<file path="config.mk">
export PLATFORM = sky130hd
export DESIGN_NAME = redriver_ctrl
export DESIGN_NICKNAME = d
export VERILOG_FILES = /design/src/rtl/redriver_pkg.sv /design/src/rtl/config_reg_file.sv /design/src/rtl/redriver_ctrl.sv
export SDC_FILE = /design/constraint.sdc
export NUM_CORES = 1
export LEC_CHECK = 0
export ABC_AREA = 1
export BUFFER_PORTS_ARGS = -buffer_cell sky130_fd_sc_hd__buf_2
export CORE_MARGIN = 2
export CORE_UTILIZATION = 54
export CTS_CLUSTER_DIAMETER = 100
export DETAILED_ROUTE_END_ITERATION = 7
export PLACE_DENSITY = 0.8
export SLEW_MARGIN = 40
export SYNTH_ARGS = -nofsm -noshare
export SYNTH_HDL_FRONTEND = slang
export SYNTH_SLANG_ARGS = --single-unit
export TNS_END_PERCENT = 5
</file>
<file path="constraint.sdc">
create_clock -name ref_clk -period 4.4 [get_ports ref_clk]
set_input_delay 0.88 -clock ref_clk [delete_from_list [all_inputs] [get_ports ref_clk]]
set_output_delay 0.88 -clock ref_clk [all_outputs]
set_load 0.05 [all_outputs]
</file>
<file path="src/rtl/redriver_pkg.sv">
// Shared constants and types of the redriver configuration and power control
package redriver_pkg;

  localparam int NUM_LANES = 4;
  localparam int REG_ADDR_W = 3;

  // --------------------------------------------------------------------------
  // Register map
  // --------------------------------------------------------------------------
  localparam logic [2:0] POWER_DOWN_OFFSET = 3'h2;
  localparam logic [2:0] LANE0_CFG_OFFSET = 3'h3;
  localparam logic [2:0] LANE3_CFG_OFFSET = 3'h6;
  localparam int PD_LANE0_BIT = 4;
  localparam int BOOST_MSB = 7;
  localparam int BOOST_LSB = 4;
  localparam int GAIN_MSB = 3;
  localparam int GAIN_LSB = 2;
  localparam int LEVEL_MSB = 1;
  localparam int LEVEL_LSB = 0;
  localparam logic [7:0] REG_RESET_VALUE = 8'h00;

  // Upper address bits are fixed; lower four come from the boost pins
  localparam logic [2:0] TARGET_ADDR_HIGH = 3'h7;

  // --------------------------------------------------------------------------
  // Timing
  // --------------------------------------------------------------------------
  localparam int REF_CLK_HZ = 10_000_000;
  localparam int MIN_ABSENT_TIME_US = 100;
  localparam int MIN_ABSENT_CYCLES = (MIN_ABSENT_TIME_US * (REF_CLK_HZ / 1_000_000));

  typedef struct packed {
    logic [3:0] boost;
    logic [1:0] gain;
    logic [1:0] level;
  } lane_cfg_t;

  typedef struct packed {
    logic [6:0] boost_tenth_db;
    logic signed [3:0] gain_db;
    logic [9:0] swing_mv;
  } lane_setting_t;

endpackage
</file>
<file path="src/rtl/config_reg_file.sv">
// Byte-wide configuration register file with registered read port
`timescale 1ns/1ps
module config_reg_file
  import redriver_pkg::*;
(
  input wire logic ref_clk, // System clock
  input wire logic reset, // Synchronous reset, active high
  input wire logic clear, // Return all bytes to defaults
  input wire logic wr_en, // Write strobe
  input wire logic [REG_ADDR_W-1:0] addr, // Byte address
  input wire logic [7:0] wr_data, // Write data
  output logic [7:0] rd_data, // Registered read data
  output logic [7:0] power_down_byte, // Power-down byte contents
  output lane_cfg_t lane_byte [NUM_LANES] // Per-lane config bytes
);

  logic [7:0] mem [8];
  logic [7:0] next_mem [8];
  logic [7:0] next_rd_data;

  // Bytes outside the map are reserved and read as zero
  function automatic logic mapped(input logic [REG_ADDR_W-1:0] a);
    return (a >= POWER_DOWN_OFFSET) && (a <= LANE3_CFG_OFFSET);
  endfunction

  always_comb
  begin
    next_mem = mem;
    if (clear)
    begin
      for (int i = 0; i < 8; i++)
        next_mem[i] = REG_RESET_VALUE;
    end
    else if (wr_en && mapped(addr))
    begin
      next_mem[addr] = wr_data;
    end
    next_rd_data = mapped(addr) ? mem[addr] : 8'h00;
  end

  always_ff @(posedge ref_clk)
  begin
    if (reset)
    begin
      for (int i = 0; i < 8; i++)
        mem[i] <= REG_RESET_VALUE;
      rd_data <= 8'h00;
    end
    else
    begin
      mem <= next_mem;
      rd_data <= next_rd_data;
    end
  end

  assign power_down_byte = mem[POWER_DOWN_OFFSET];

  always_comb
  begin
    for (int l = 0; l < NUM_LANES; l++)
      lane_byte[l] = lane_cfg_t'(mem[LANE0_CFG_OFFSET + 3'(l)]);
  end

endmodule // config_reg_file

</file>
<file path="src/rtl/redriver_ctrl.sv">
// Configuration source selection and power control of a four-lane redriver
`timescale 1ns/1ps
module redriver_ctrl
  import redriver_pkg::*;
(
  input wire logic ref_clk, // 10 MHz clock
  input wire logic reset, // Synchronous reset, active high
  input wire logic cable_present_n, // Pin: high means no cable
  input wire logic serial_config_select, // Pin: high selects registers
  input wire logic [1:0] output_level_code, // Pins: strap swing code
  input wire logic [1:0] dc_gain_code, // Pins: strap gain; bit 1 doubles as reset
  input wire logic [3:0] boost_code, // Pins: strap boost or address bits
  input wire logic reg_wr_en, // Register write strobe from serial engine
  input wire logic [REG_ADDR_W-1:0] reg_addr, // Register byte address
  input wire logic [7:0] reg_wr_data, // Register write data
  output logic [7:0] reg_rd_data, // Registered read data
  output logic [6:0] target_addr, // Serial target address
  output logic target_enable, // Serial target answers
  output lane_cfg_t lane_cfg [NUM_LANES], // Selected raw codes per lane
  output lane_setting_t lane_setting [NUM_LANES], // Decoded settings per lane
  output logic [NUM_LANES-1:0] lane_power_down, // Lane powered down
  output logic [NUM_LANES-1:0] lane_out_hiz, // Lane outputs high impedance
  output logic absent_time_met // Cable absent long enough for clean reset
);

  // --------------------------------------------------------------------------
  // Pin synchronisers
  // --------------------------------------------------------------------------
  localparam int PIN_W = 10;
  logic [PIN_W-1:0] pin_meta;
  logic [PIN_W-1:0] pin_sync;
  logic [PIN_W-1:0] next_pin_meta;
  logic [PIN_W-1:0] next_pin_sync;

  always_comb
  begin
    next_pin_meta = {cable_present_n, serial_config_select, output_level_code,
                     dc_gain_code, boost_code};
    next_pin_sync = pin_meta;
  end

  // Pull-ups on every pin, so the idle value is all ones
  always_ff @(posedge ref_clk)
  begin
    if (reset)
    begin
      pin_meta <= '1;
      pin_sync <= '1;
    end
    else
    begin
      pin_meta <= next_pin_meta;
      pin_sync <= next_pin_sync;
    end
  end

  logic absent;
  logic reg_mode;
  logic [1:0] s_level;
  logic [1:0] s_gain;
  logic [3:0] s_boost;
  logic config_reset_n;

  assign absent = pin_sync[9];
  assign reg_mode = pin_sync[8];
  assign s_level = pin_sync[7:6];
  assign s_gain = pin_sync[5:4];
  assign s_boost = pin_sync[3:0];
  // Shared pin acts as register reset only when registers are in use
  assign config_reset_n = reg_mode ? s_gain[1] : 1'b1;

  // --------------------------------------------------------------------------
  // Register file
  // --------------------------------------------------------------------------
  logic [7:0] power_down_byte;
  lane_cfg_t lane_byte [NUM_LANES];
  logic reg_clear;

  // Register contents are lost while the cable is absent; host must rewrite
  assign reg_clear = !config_reset_n || absent;

  config_reg_file u_regs (
    .ref_clk(ref_clk),
    .reset(reset),
    .clear(reg_clear),
    .wr_en(reg_wr_en && reg_mode),
    .addr(reg_addr),
    .wr_data(reg_wr_data),
    .rd_data(reg_rd_data),
    .power_down_byte(power_down_byte),
    .lane_byte(lane_byte)
  );

  // --------------------------------------------------------------------------
  // Decoders
  // --------------------------------------------------------------------------
  function automatic logic [9:0] swing_mv(input logic [1:0] code);
    case (code)
      2'h0: return 10'd700;
      2'h1: return 10'd800;
      2'h2: return 10'd900;
      default: return 10'd1000;
    endcase
  endfunction

  function automatic logic signed [3:0] gain_db(input logic [1:0] code);
    case (code)
      2'h0: return -4'sd4;
      2'h1: return -4'sd2;
      2'h2: return 4'sd0;
      default: return 4'sd2;
    endcase
  endfunction

  // Boost in tenths of a dB; steps are uneven so a table is used
  function automatic logic [6:0] boost_tenth_db(input logic [3:0] code);
    case (code)
      4'h0: return 7'd33;
      4'h1: return 7'd38;
      4'h2: return 7'd43;
      4'h3: return 7'd48;
      4'h4: return 7'd54;
      4'h5: return 7'd58;
      4'h6: return 7'd63;
      4'h7: return 7'd68;
      4'h8: return 7'd72;
      4'h9: return 7'd77;
      4'ha: return 7'd81;
      4'hb: return 7'd85;
      4'hc: return 7'd89;
      4'hd: return 7'd92;
      4'he: return 7'd96;
      default: return 7'd99;
    endcase
  endfunction

  // --------------------------------------------------------------------------
  // Lane control outputs
  // --------------------------------------------------------------------------
  lane_cfg_t next_lane_cfg [NUM_LANES];
  lane_setting_t next_lane_setting [NUM_LANES];
  logic [NUM_LANES-1:0] next_lane_power_down;
  logic [6:0] next_target_addr;
  logic next_target_enable;
  lane_cfg_t strap_cfg;

  always_comb
  begin
    strap_cfg.boost = s_boost;
    strap_cfg.gain = s_gain;
    strap_cfg.level = s_level;
    for (int l = 0; l < NUM_LANES; l++)
    begin
      next_lane_cfg[l] = reg_mode ? lane_byte[l] : strap_cfg;
      next_lane_setting[l].swing_mv = swing_mv(next_lane_cfg[l].level);
      next_lane_setting[l].gain_db = gain_db(next_lane_cfg[l].gain);
      next_lane_setting[l].boost_tenth_db = boost_tenth_db(next_lane_cfg[l].boost);
      // Pin always wins; register bits add power-down in register mode
      next_lane_power_down[l] = absent
        || (reg_mode && power_down_byte[PD_LANE0_BIT + l]);
    end
    next_target_addr = {TARGET_ADDR_HIGH, s_boost};
    next_target_enable = reg_mode;
  end

  always_ff @(posedge ref_clk)
  begin
    if (reset)
    begin
      for (int l = 0; l < NUM_LANES; l++)
      begin
        lane_cfg[l] <= '0;
        lane_setting[l] <= '0;
      end
      lane_power_down <= '1;
      target_addr <= '0;
      target_enable <= 1'b0;
    end
    else
    begin
      lane_cfg <= next_lane_cfg;
      lane_setting <= next_lane_setting;
      lane_power_down <= next_lane_power_down;
      target_addr <= next_target_addr;
      target_enable <= next_target_enable;
    end
  end

  assign lane_out_hiz = lane_power_down;

  // --------------------------------------------------------------------------
  // Absent-time monitor
  // --------------------------------------------------------------------------
  // Reports only; the device cannot enforce the controller's hold time
  localparam int ABS_W = $clog2(MIN_ABSENT_CYCLES + 1);
  logic [ABS_W-1:0] absent_count;
  logic [ABS_W-1:0] next_absent_count;
  logic next_absent_time_met;

  always_comb
  begin
    next_absent_count = absent_count;
    if (!absent)
      next_absent_count = '0;
    else if (absent_count != ABS_W'(MIN_ABSENT_CYCLES))
      next_absent_count = absent_count + 1'b1;
    next_absent_time_met = absent && (next_absent_count == ABS_W'(MIN_ABSENT_CYCLES));
  end

  always_ff @(posedge ref_clk)
  begin
    if (reset)
    begin
      absent_count <= '0;
      absent_time_met <= 1'b0;
    end
    else
    begin
      absent_count <= next_absent_count;
      absent_time_met <= next_absent_time_met;
    end
  end

endmodule // redriver_ctrl

</file>
Word level (Yosys, flattened, before mapping)
Memory sizes are Yosys's and may differ from the RTL's. A register that Yosys moved wholly into a read port is not among the register bits.
Cells that the tools add are included.
{ "word_totals": {"regBits": 203, "word_cells": 113, "output_inout_bits": 141, "rom_bits": 448, "n_memories": 4} }
{ "op_classes": {"n_mux": 22, "n_lt_le_gt_ge": 4, "reduce_logical": 25, "addsub": 1, "eq_ne": 18, "bitwise_logic": 2} }
{ "mem_list": {"columns": ["name", "words", "word_bits", "read_ports", "rd_clocked_by_memory_dff", "wr", "line", "rtl"], "rows": [
  ["(name not given)", 16, 7, 1, 1, 0, "redriver_ctrl.sv:117", "case (code)"],
  ["(name not given)", 16, 7, 1, 1, 0, "redriver_ctrl.sv:117", null],
  ["(name not given)", 16, 7, 1, 1, 0, "redriver_ctrl.sv:117", null],
  ["(name not given)", 16, 7, 1, 1, 0, "redriver_ctrl.sv:117", null]
]} }
{ "ops": {"columns": ["op", "n"], "rows": [
  ["case mux 9 bit (3 select lines)", 4],
  ["bitwise mux 64 bit", 1],
  ["2-to-1 mux 8 bit", 7],
  ["case mux 4 bit (3 select lines)", 4],
  ["binary-select mux 8 bit (select 3 bit)", 1],
  ["demux 8 bit (select 3 bit)", 1],
  ["2-to-1 mux 10 bit", 2],
  ["== test 2 x 1 -> 1 bit (second input constant)", 8],
  ["== test 2 bit (second input constant)", 8],
  ["zero test 2 bit", 8],
  ["adder 10 x 1 -> 10 bit (second input constant)", 1],
  ["== test 10 bit (second input constant)", 1],
  ["!= test 10 bit (second input constant)", 1],
  ["logical AND 1 bit", 9],
  ["2-to-1 mux 7 bit", 1],
  ["logical OR 1 bit", 5],
  ["greater-or-equal comparator 4 bit (second input constant)", 1],
  ["< comparator 4 x 1 -> 1 bit (second input constant)", 1],
  ["NOT 3 -> 4 bit", 1],
  ["OR reduction 2 bit", 2],
  ["greater-or-equal comparator 3 x 2 -> 1 bit (second input constant)", 1],
  ["<= comparator 3 bit (second input constant)", 1],
  ["zero test 1 bit", 1],
  ["2-to-1 mux 1 bit", 1],
  ["NOT 1 bit", 1]
]} }

Longest topological paths before layout
{ "depth": {"ltp_word": 6, "ltp_mapped": 11, "depth_no_buf": 11} }

By module
A second synthesis with hierarchy kept.
{ "hier_totals": {"cells_unflattened": 1031, "area_unflattened_um2": 8324.2} }
{ "by_module_without_submodules": {"columns": ["mod", "cells_each", "n_inst", "area_per_inst_um2", "seq_area_each_um2"], "rows": [
  ["redriver_ctrl", 615, 1, 5415.2, 2682.6],
  ["config_reg_file", 416, 1, 2909.0, 1201.2]
]} }

Worst setup path before layout
No wires, ideal clock.
{ "synth_timing": {"kind": "register to register", "start": "register pin_sync[8]", "end": "register, netlist name lane_setting[38]", "setup_time_ps": 137, "period_less_slack_ps": 2022, "arrival_ps": 1885, "n_path_buf": 1, "stages_incl_launch_ff": 9, "path_slack_ps": 2378, "cell_sequence": "dfxtp_1 -> inv_2 -> buf_2 -> o21ai_0 -> inv_1 -> ha_1 -> or2_2 -> o211ai_1 -> o22ai_1"} }
{ "synth_rtl": {"columns": ["element", "line", "rtl"], "rows": [
  ["start, declared", "redriver_ctrl.sv:31", "logic [PIN_W-1:0] pin_sync;"],
  ["start signal, assigned", "redriver_ctrl.sv:53", "pin_sync <= next_pin_sync;"]
]} }

==> metrics.txt <==
# TYPE chip_impl_metric gauge
chip_impl_metric{name="yosys_register_bits",unit=""} 184
chip_impl_metric{name="final.period_utilization",unit=""} 0.6748
chip_impl_metric{name="wl_per_cell",unit="microns"} 13.81
chip_impl_metric{name="starting_utilization_of_the_core_area",unit=""} 0.5546
chip_impl_metric{name="grt_pass1_wl",unit="mm"} 25.88
chip_impl_info{name="path_class",value="register to register"} 1
chip_impl_metric{name="worst_pin_slew",unit="ns"} 0.7758
chip_impl_info{name="tritoncts",value="yes"} 1
chip_impl_metric{name="post_synth_inst_count",unit=""} 862
chip_impl_metric{name="setup_slack",unit="ns"} 1.431
chip_impl_info{name="unrepaired_setup_endpoints_after_global_routing",value="no"} 1
chip_impl_metric{name="avgViaCountPerCell",unit=""} 5.011
chip_impl_metric{name="synth_sequential_area_ratio",unit=""} 0.5015
chip_impl_metric{name="final.fill_count",unit=""} 1092
chip_impl_metric{name="grt_overflow_total",unit=""} 0
chip_impl_metric{name="fin_crit",unit="ns"} 2.969
chip_impl_metric{name="final-hold-violation-count",unit=""} 0
chip_impl_metric{name="synth.cell_area",unit="sq um"} 7345
chip_impl_info{name="dominant_cell_type_by_count_on_the_critical_path",value="o21ai_0"} 1
chip_impl_metric{name="first_iter_violations",unit=""} 430
chip_impl_metric{name="finalNetCount",unit=""} 1062
chip_impl_info{name="cts_root_buffer",value="clkbuf_16"} 1
chip_impl_metric{name="clkSlewWorstSetupHoldPaths",unit="ns"} 0.07
chip_impl_metric{name="worst_ep_arrival_time",unit="ns"} 3.32
chip_impl_metric{name="post_route_drc",unit=""} 0
chip_impl_info{name="timing.critical_path.to_type",value="register"} 1
chip_impl_metric{name="post_cts_resized",unit=""} 0
chip_impl_info{name="worstHoldPathType",value="register to register"} 1
chip_impl_metric{name="total_power",unit="mW"} 3.938
chip_impl_metric{name="antenna_fix_cells",unit=""} 0
chip_impl_metric{name="drt-pass1-iter-count",unit=""} 5
chip_impl_metric{name="clock_tree.htree_level_count",unit=""} 4
chip_impl_metric{name="power_density",unit="nW/um^2"} 451.6
chip_impl_metric{name="fin_setup_tns",unit="ns"} 0
chip_impl_metric{name="cts_setup_buffers",unit=""} 0
chip_impl_metric{name="yosys_warnings",unit=""} 0
chip_impl_info{name="crit_chain",value="inv_2 -> o21ai_0 -> inv_1 -> ha_1 -> or2_2 -> o21ai_0 -> nand2_1 -> o31ai_1"} 1
chip_impl_metric{name="clock_sinks",unit=""} 184
chip_impl_metric{name="die_area",unit="sq um"} 14550
chip_impl_metric{name="cts.hold.buffers_added",unit=""} 0
chip_impl_metric{name="synth_area_per_cell",unit="sq um"} 8.520
chip_impl_metric{name="async_flop_share",unit=""} 0
chip_impl_metric{name="cts.path.max_buffers",unit=""} 2
chip_impl_metric{name="worst_skew_pair.late_latency",unit="ns"} 0.44
chip_impl_metric{name="die-width",unit="microns"} 120.6
chip_impl_metric{name="place_hpwl",unit="mm"} 11.59
chip_impl_info{name="crit_path_start_kind",value="register"} 1
chip_impl_metric{name="routabilityCongestion",unit=""} 0.9051
chip_impl_metric{name="core_area",unit="sq um"} 13240
chip_impl_metric{name="max_cap_violations",unit=""} 0
chip_impl_metric{name="number_of_flops_mapped_to_enable_cells_by_yosys",unit=""} 0
chip_impl_metric{name="fmax",unit="MHz"} 336.8
chip_impl_info{name="worst_path_max_delay_cell",value="dfxtp_1"} 1
chip_impl_metric{name="antenna_violating_nets_post_route",unit=""} 0
chip_impl_metric{name="irDropWorstVdd",unit="mV"} 0.2802
chip_impl_metric{name="die_extent_in_y",unit="microns"} 120.6
chip_impl_metric{name="setup_viol",unit=""} 0
chip_impl_metric{name="antenna_violations_before_repair",unit=""} 0
chip_impl_metric{name="ioPinCount",unit=""} 165
chip_impl_metric{name="groute.usage.overall",unit=""} 0.2292
chip_impl_metric{name="first_global_vias",unit=""} 5337
chip_impl_metric{name="worst_endpoint_required_time",unit="ns"} 4.75
chip_impl_metric{name="finalWirelength",unit="mm"} 16.25
chip_impl_metric{name="dp_worst_setup_slack",unit="ns"} 1.482
chip_impl_metric{name="std_cell_rows",unit=""} 42
chip_impl_metric{name="layout-drive-gt1-share",unit=""} 0.2418
chip_impl_metric{name="report.final.slew_viol_count",unit=""} 0
chip_impl_metric{name="number_of_distinct_library_cell_variants_in_the_gate_level_netlist_after_synthesis",unit=""} 38
chip_impl_metric{name="detailroute.via_count",unit=""} 5898
chip_impl_metric{name="cpPeakStageDelay",unit="ns"} 0.75
chip_impl_info{name="run_status",value="finished clean"} 1
chip_impl_info{name="yosys_most_used_dff",value="dfxtp_1"} 1
chip_impl_info{name="layout_commonest_cell",value="dfxtp_1"} 1
chip_impl_metric{name="max_slew_headroom",unit=""} 0.4828
chip_impl_metric{name="crit_fanout",unit=""} 24
chip_impl_metric{name="p_leak",unit="nW"} 3.967
chip_impl_metric{name="pin_count_of_the_biggest_net_entering_global_routing",unit=""} 81
chip_impl_metric{name="final.setup_skew",unit="ns"} 0.01110
chip_impl_info{name="final_cell_mix",value="dfxtp_1, buf_2, nor2_1, nand2_1, inv_1"} 1
chip_impl_metric{name="area_growth",unit="%"} 18.72
chip_impl_metric{name="tritoncts.num_buffers",unit=""} 17
chip_impl_metric{name="numPortBuffers",unit=""} 152
per-layer routing:
layer  wire length (microns)  track usage  up-vias
li1                        -            -     2964
met1                    6856       0.2766     2684
met2                    7925       0.3870      219
met3                    1085      0.05566       31
met4                     387       0.1017        0
met5                       0            0        -
stage by stage:
step	cells	area (sq um)	hold slack, ns	utilization
floorplan	873	7386	0.3895	-
global placement	1145	8038	0.3921	0.6070
detailed placement	1145	8038	0.3960	0.6070
CTS	1177	8720	0.4097	0.6584
global route	1177	8720	0.4194	0.6584
finish	1177	8720	0.4013	0.6584
worst max-delay path: cells and delay by family (launching register included):
| family | cells | cell delay (ns) |
|---|---|---|
| DFF | 1 | 0.75 |
| buffers and inverters | 2 | 0.55 |
| adders and majority gates | 1 | 0.35 |
| and+or+nand+nor | 2 | 0.39 |
| AOI/OAI and AO/OA | 3 | 0.84 |
logic make-up (layout without fill, tap and decap cells):
| logic type | Yosys count | in the layout | share of synthesized area |
|---|---|---|---|
| DFF | 184 | 184 | 0.5015 |
| AOI/OAI and AO/OA | 136 | 136 | 0.1193 |
| other | 1 | 12 | 0.0005106 |
| and+or+nand+nor | 325 | 325 | 0.1906 |
| adders and majority gates | 50 | 50 | 0.08518 |
| buffers and inverters | 166 | 294 | 0.1029 |
synthesized netlist by cell type, types with 5 or more instances:
cell type  number  share of area
buf_2           7         0.0048
nor2_1        139          0.071
or2_2          22          0.019
clkbuf_1       19         0.0097
inv_1          93          0.048
nand3_1        16          0.011
o21ai_0        36          0.025
ha_1           50          0.085
a211oi_2       10          0.017
a211oi_1       19          0.019
buf_4          29          0.030
dfxtp_1       184           0.50
inv_2          12         0.0061
o31ai_1         5         0.0051
nor3_1         11         0.0075
o22ai_1        15          0.013
a21oi_1        34          0.023
nand2_1       120          0.061
state kept, by name, indices dropped and copies added, names as in the netlist:
register and flops:
next_pin_sync 10, target_addr 5, lane_out_hiz 4, lane_setting 65, u_regs.mem 2, u_regs.power_down_byte 8, u_regs.rd_data 8, target_enable 1
absent_count 10, lane_cfg 28, pin_sync 10, u_regs.lane_byte 32, absent_time_met 1
final timing paths:
kind	from	to	slack (ns)	cells after the start
worst max-delay path	pin_sync[8]	lane_setting[56]	1.43	8
worst min-delay path	next_pin_sync[7]	pin_sync[7]	0.40	1
worst max register to register	pin_sync[8]	lane_setting[56]	1.43	8
worst min register to register	next_pin_sync[7]	pin_sync[7]	0.40	1
final cells by class:
type                            instances  area [sq um]  area share
Sequential cell                       184          3684      0.4224
Multi-Input combinational cell        523          2950      0.3384
Timing Repair Buffer                  154         778.2     0.08925
Clock buffer                           18         439.2     0.05037
Inverter                              108         405.4     0.04649
Clock inverter                         14         242.7     0.02784
Tap cell                              176         220.2     0.02525
where the power goes:
part           total [mW]  internal [mW]  switching [mW]
registers            1.75           1.72          0.0215
clock network        1.74           1.09           0.651
logic               0.455         0.0937           0.362
Note: power is estimated with default switching activity, not from simulation.
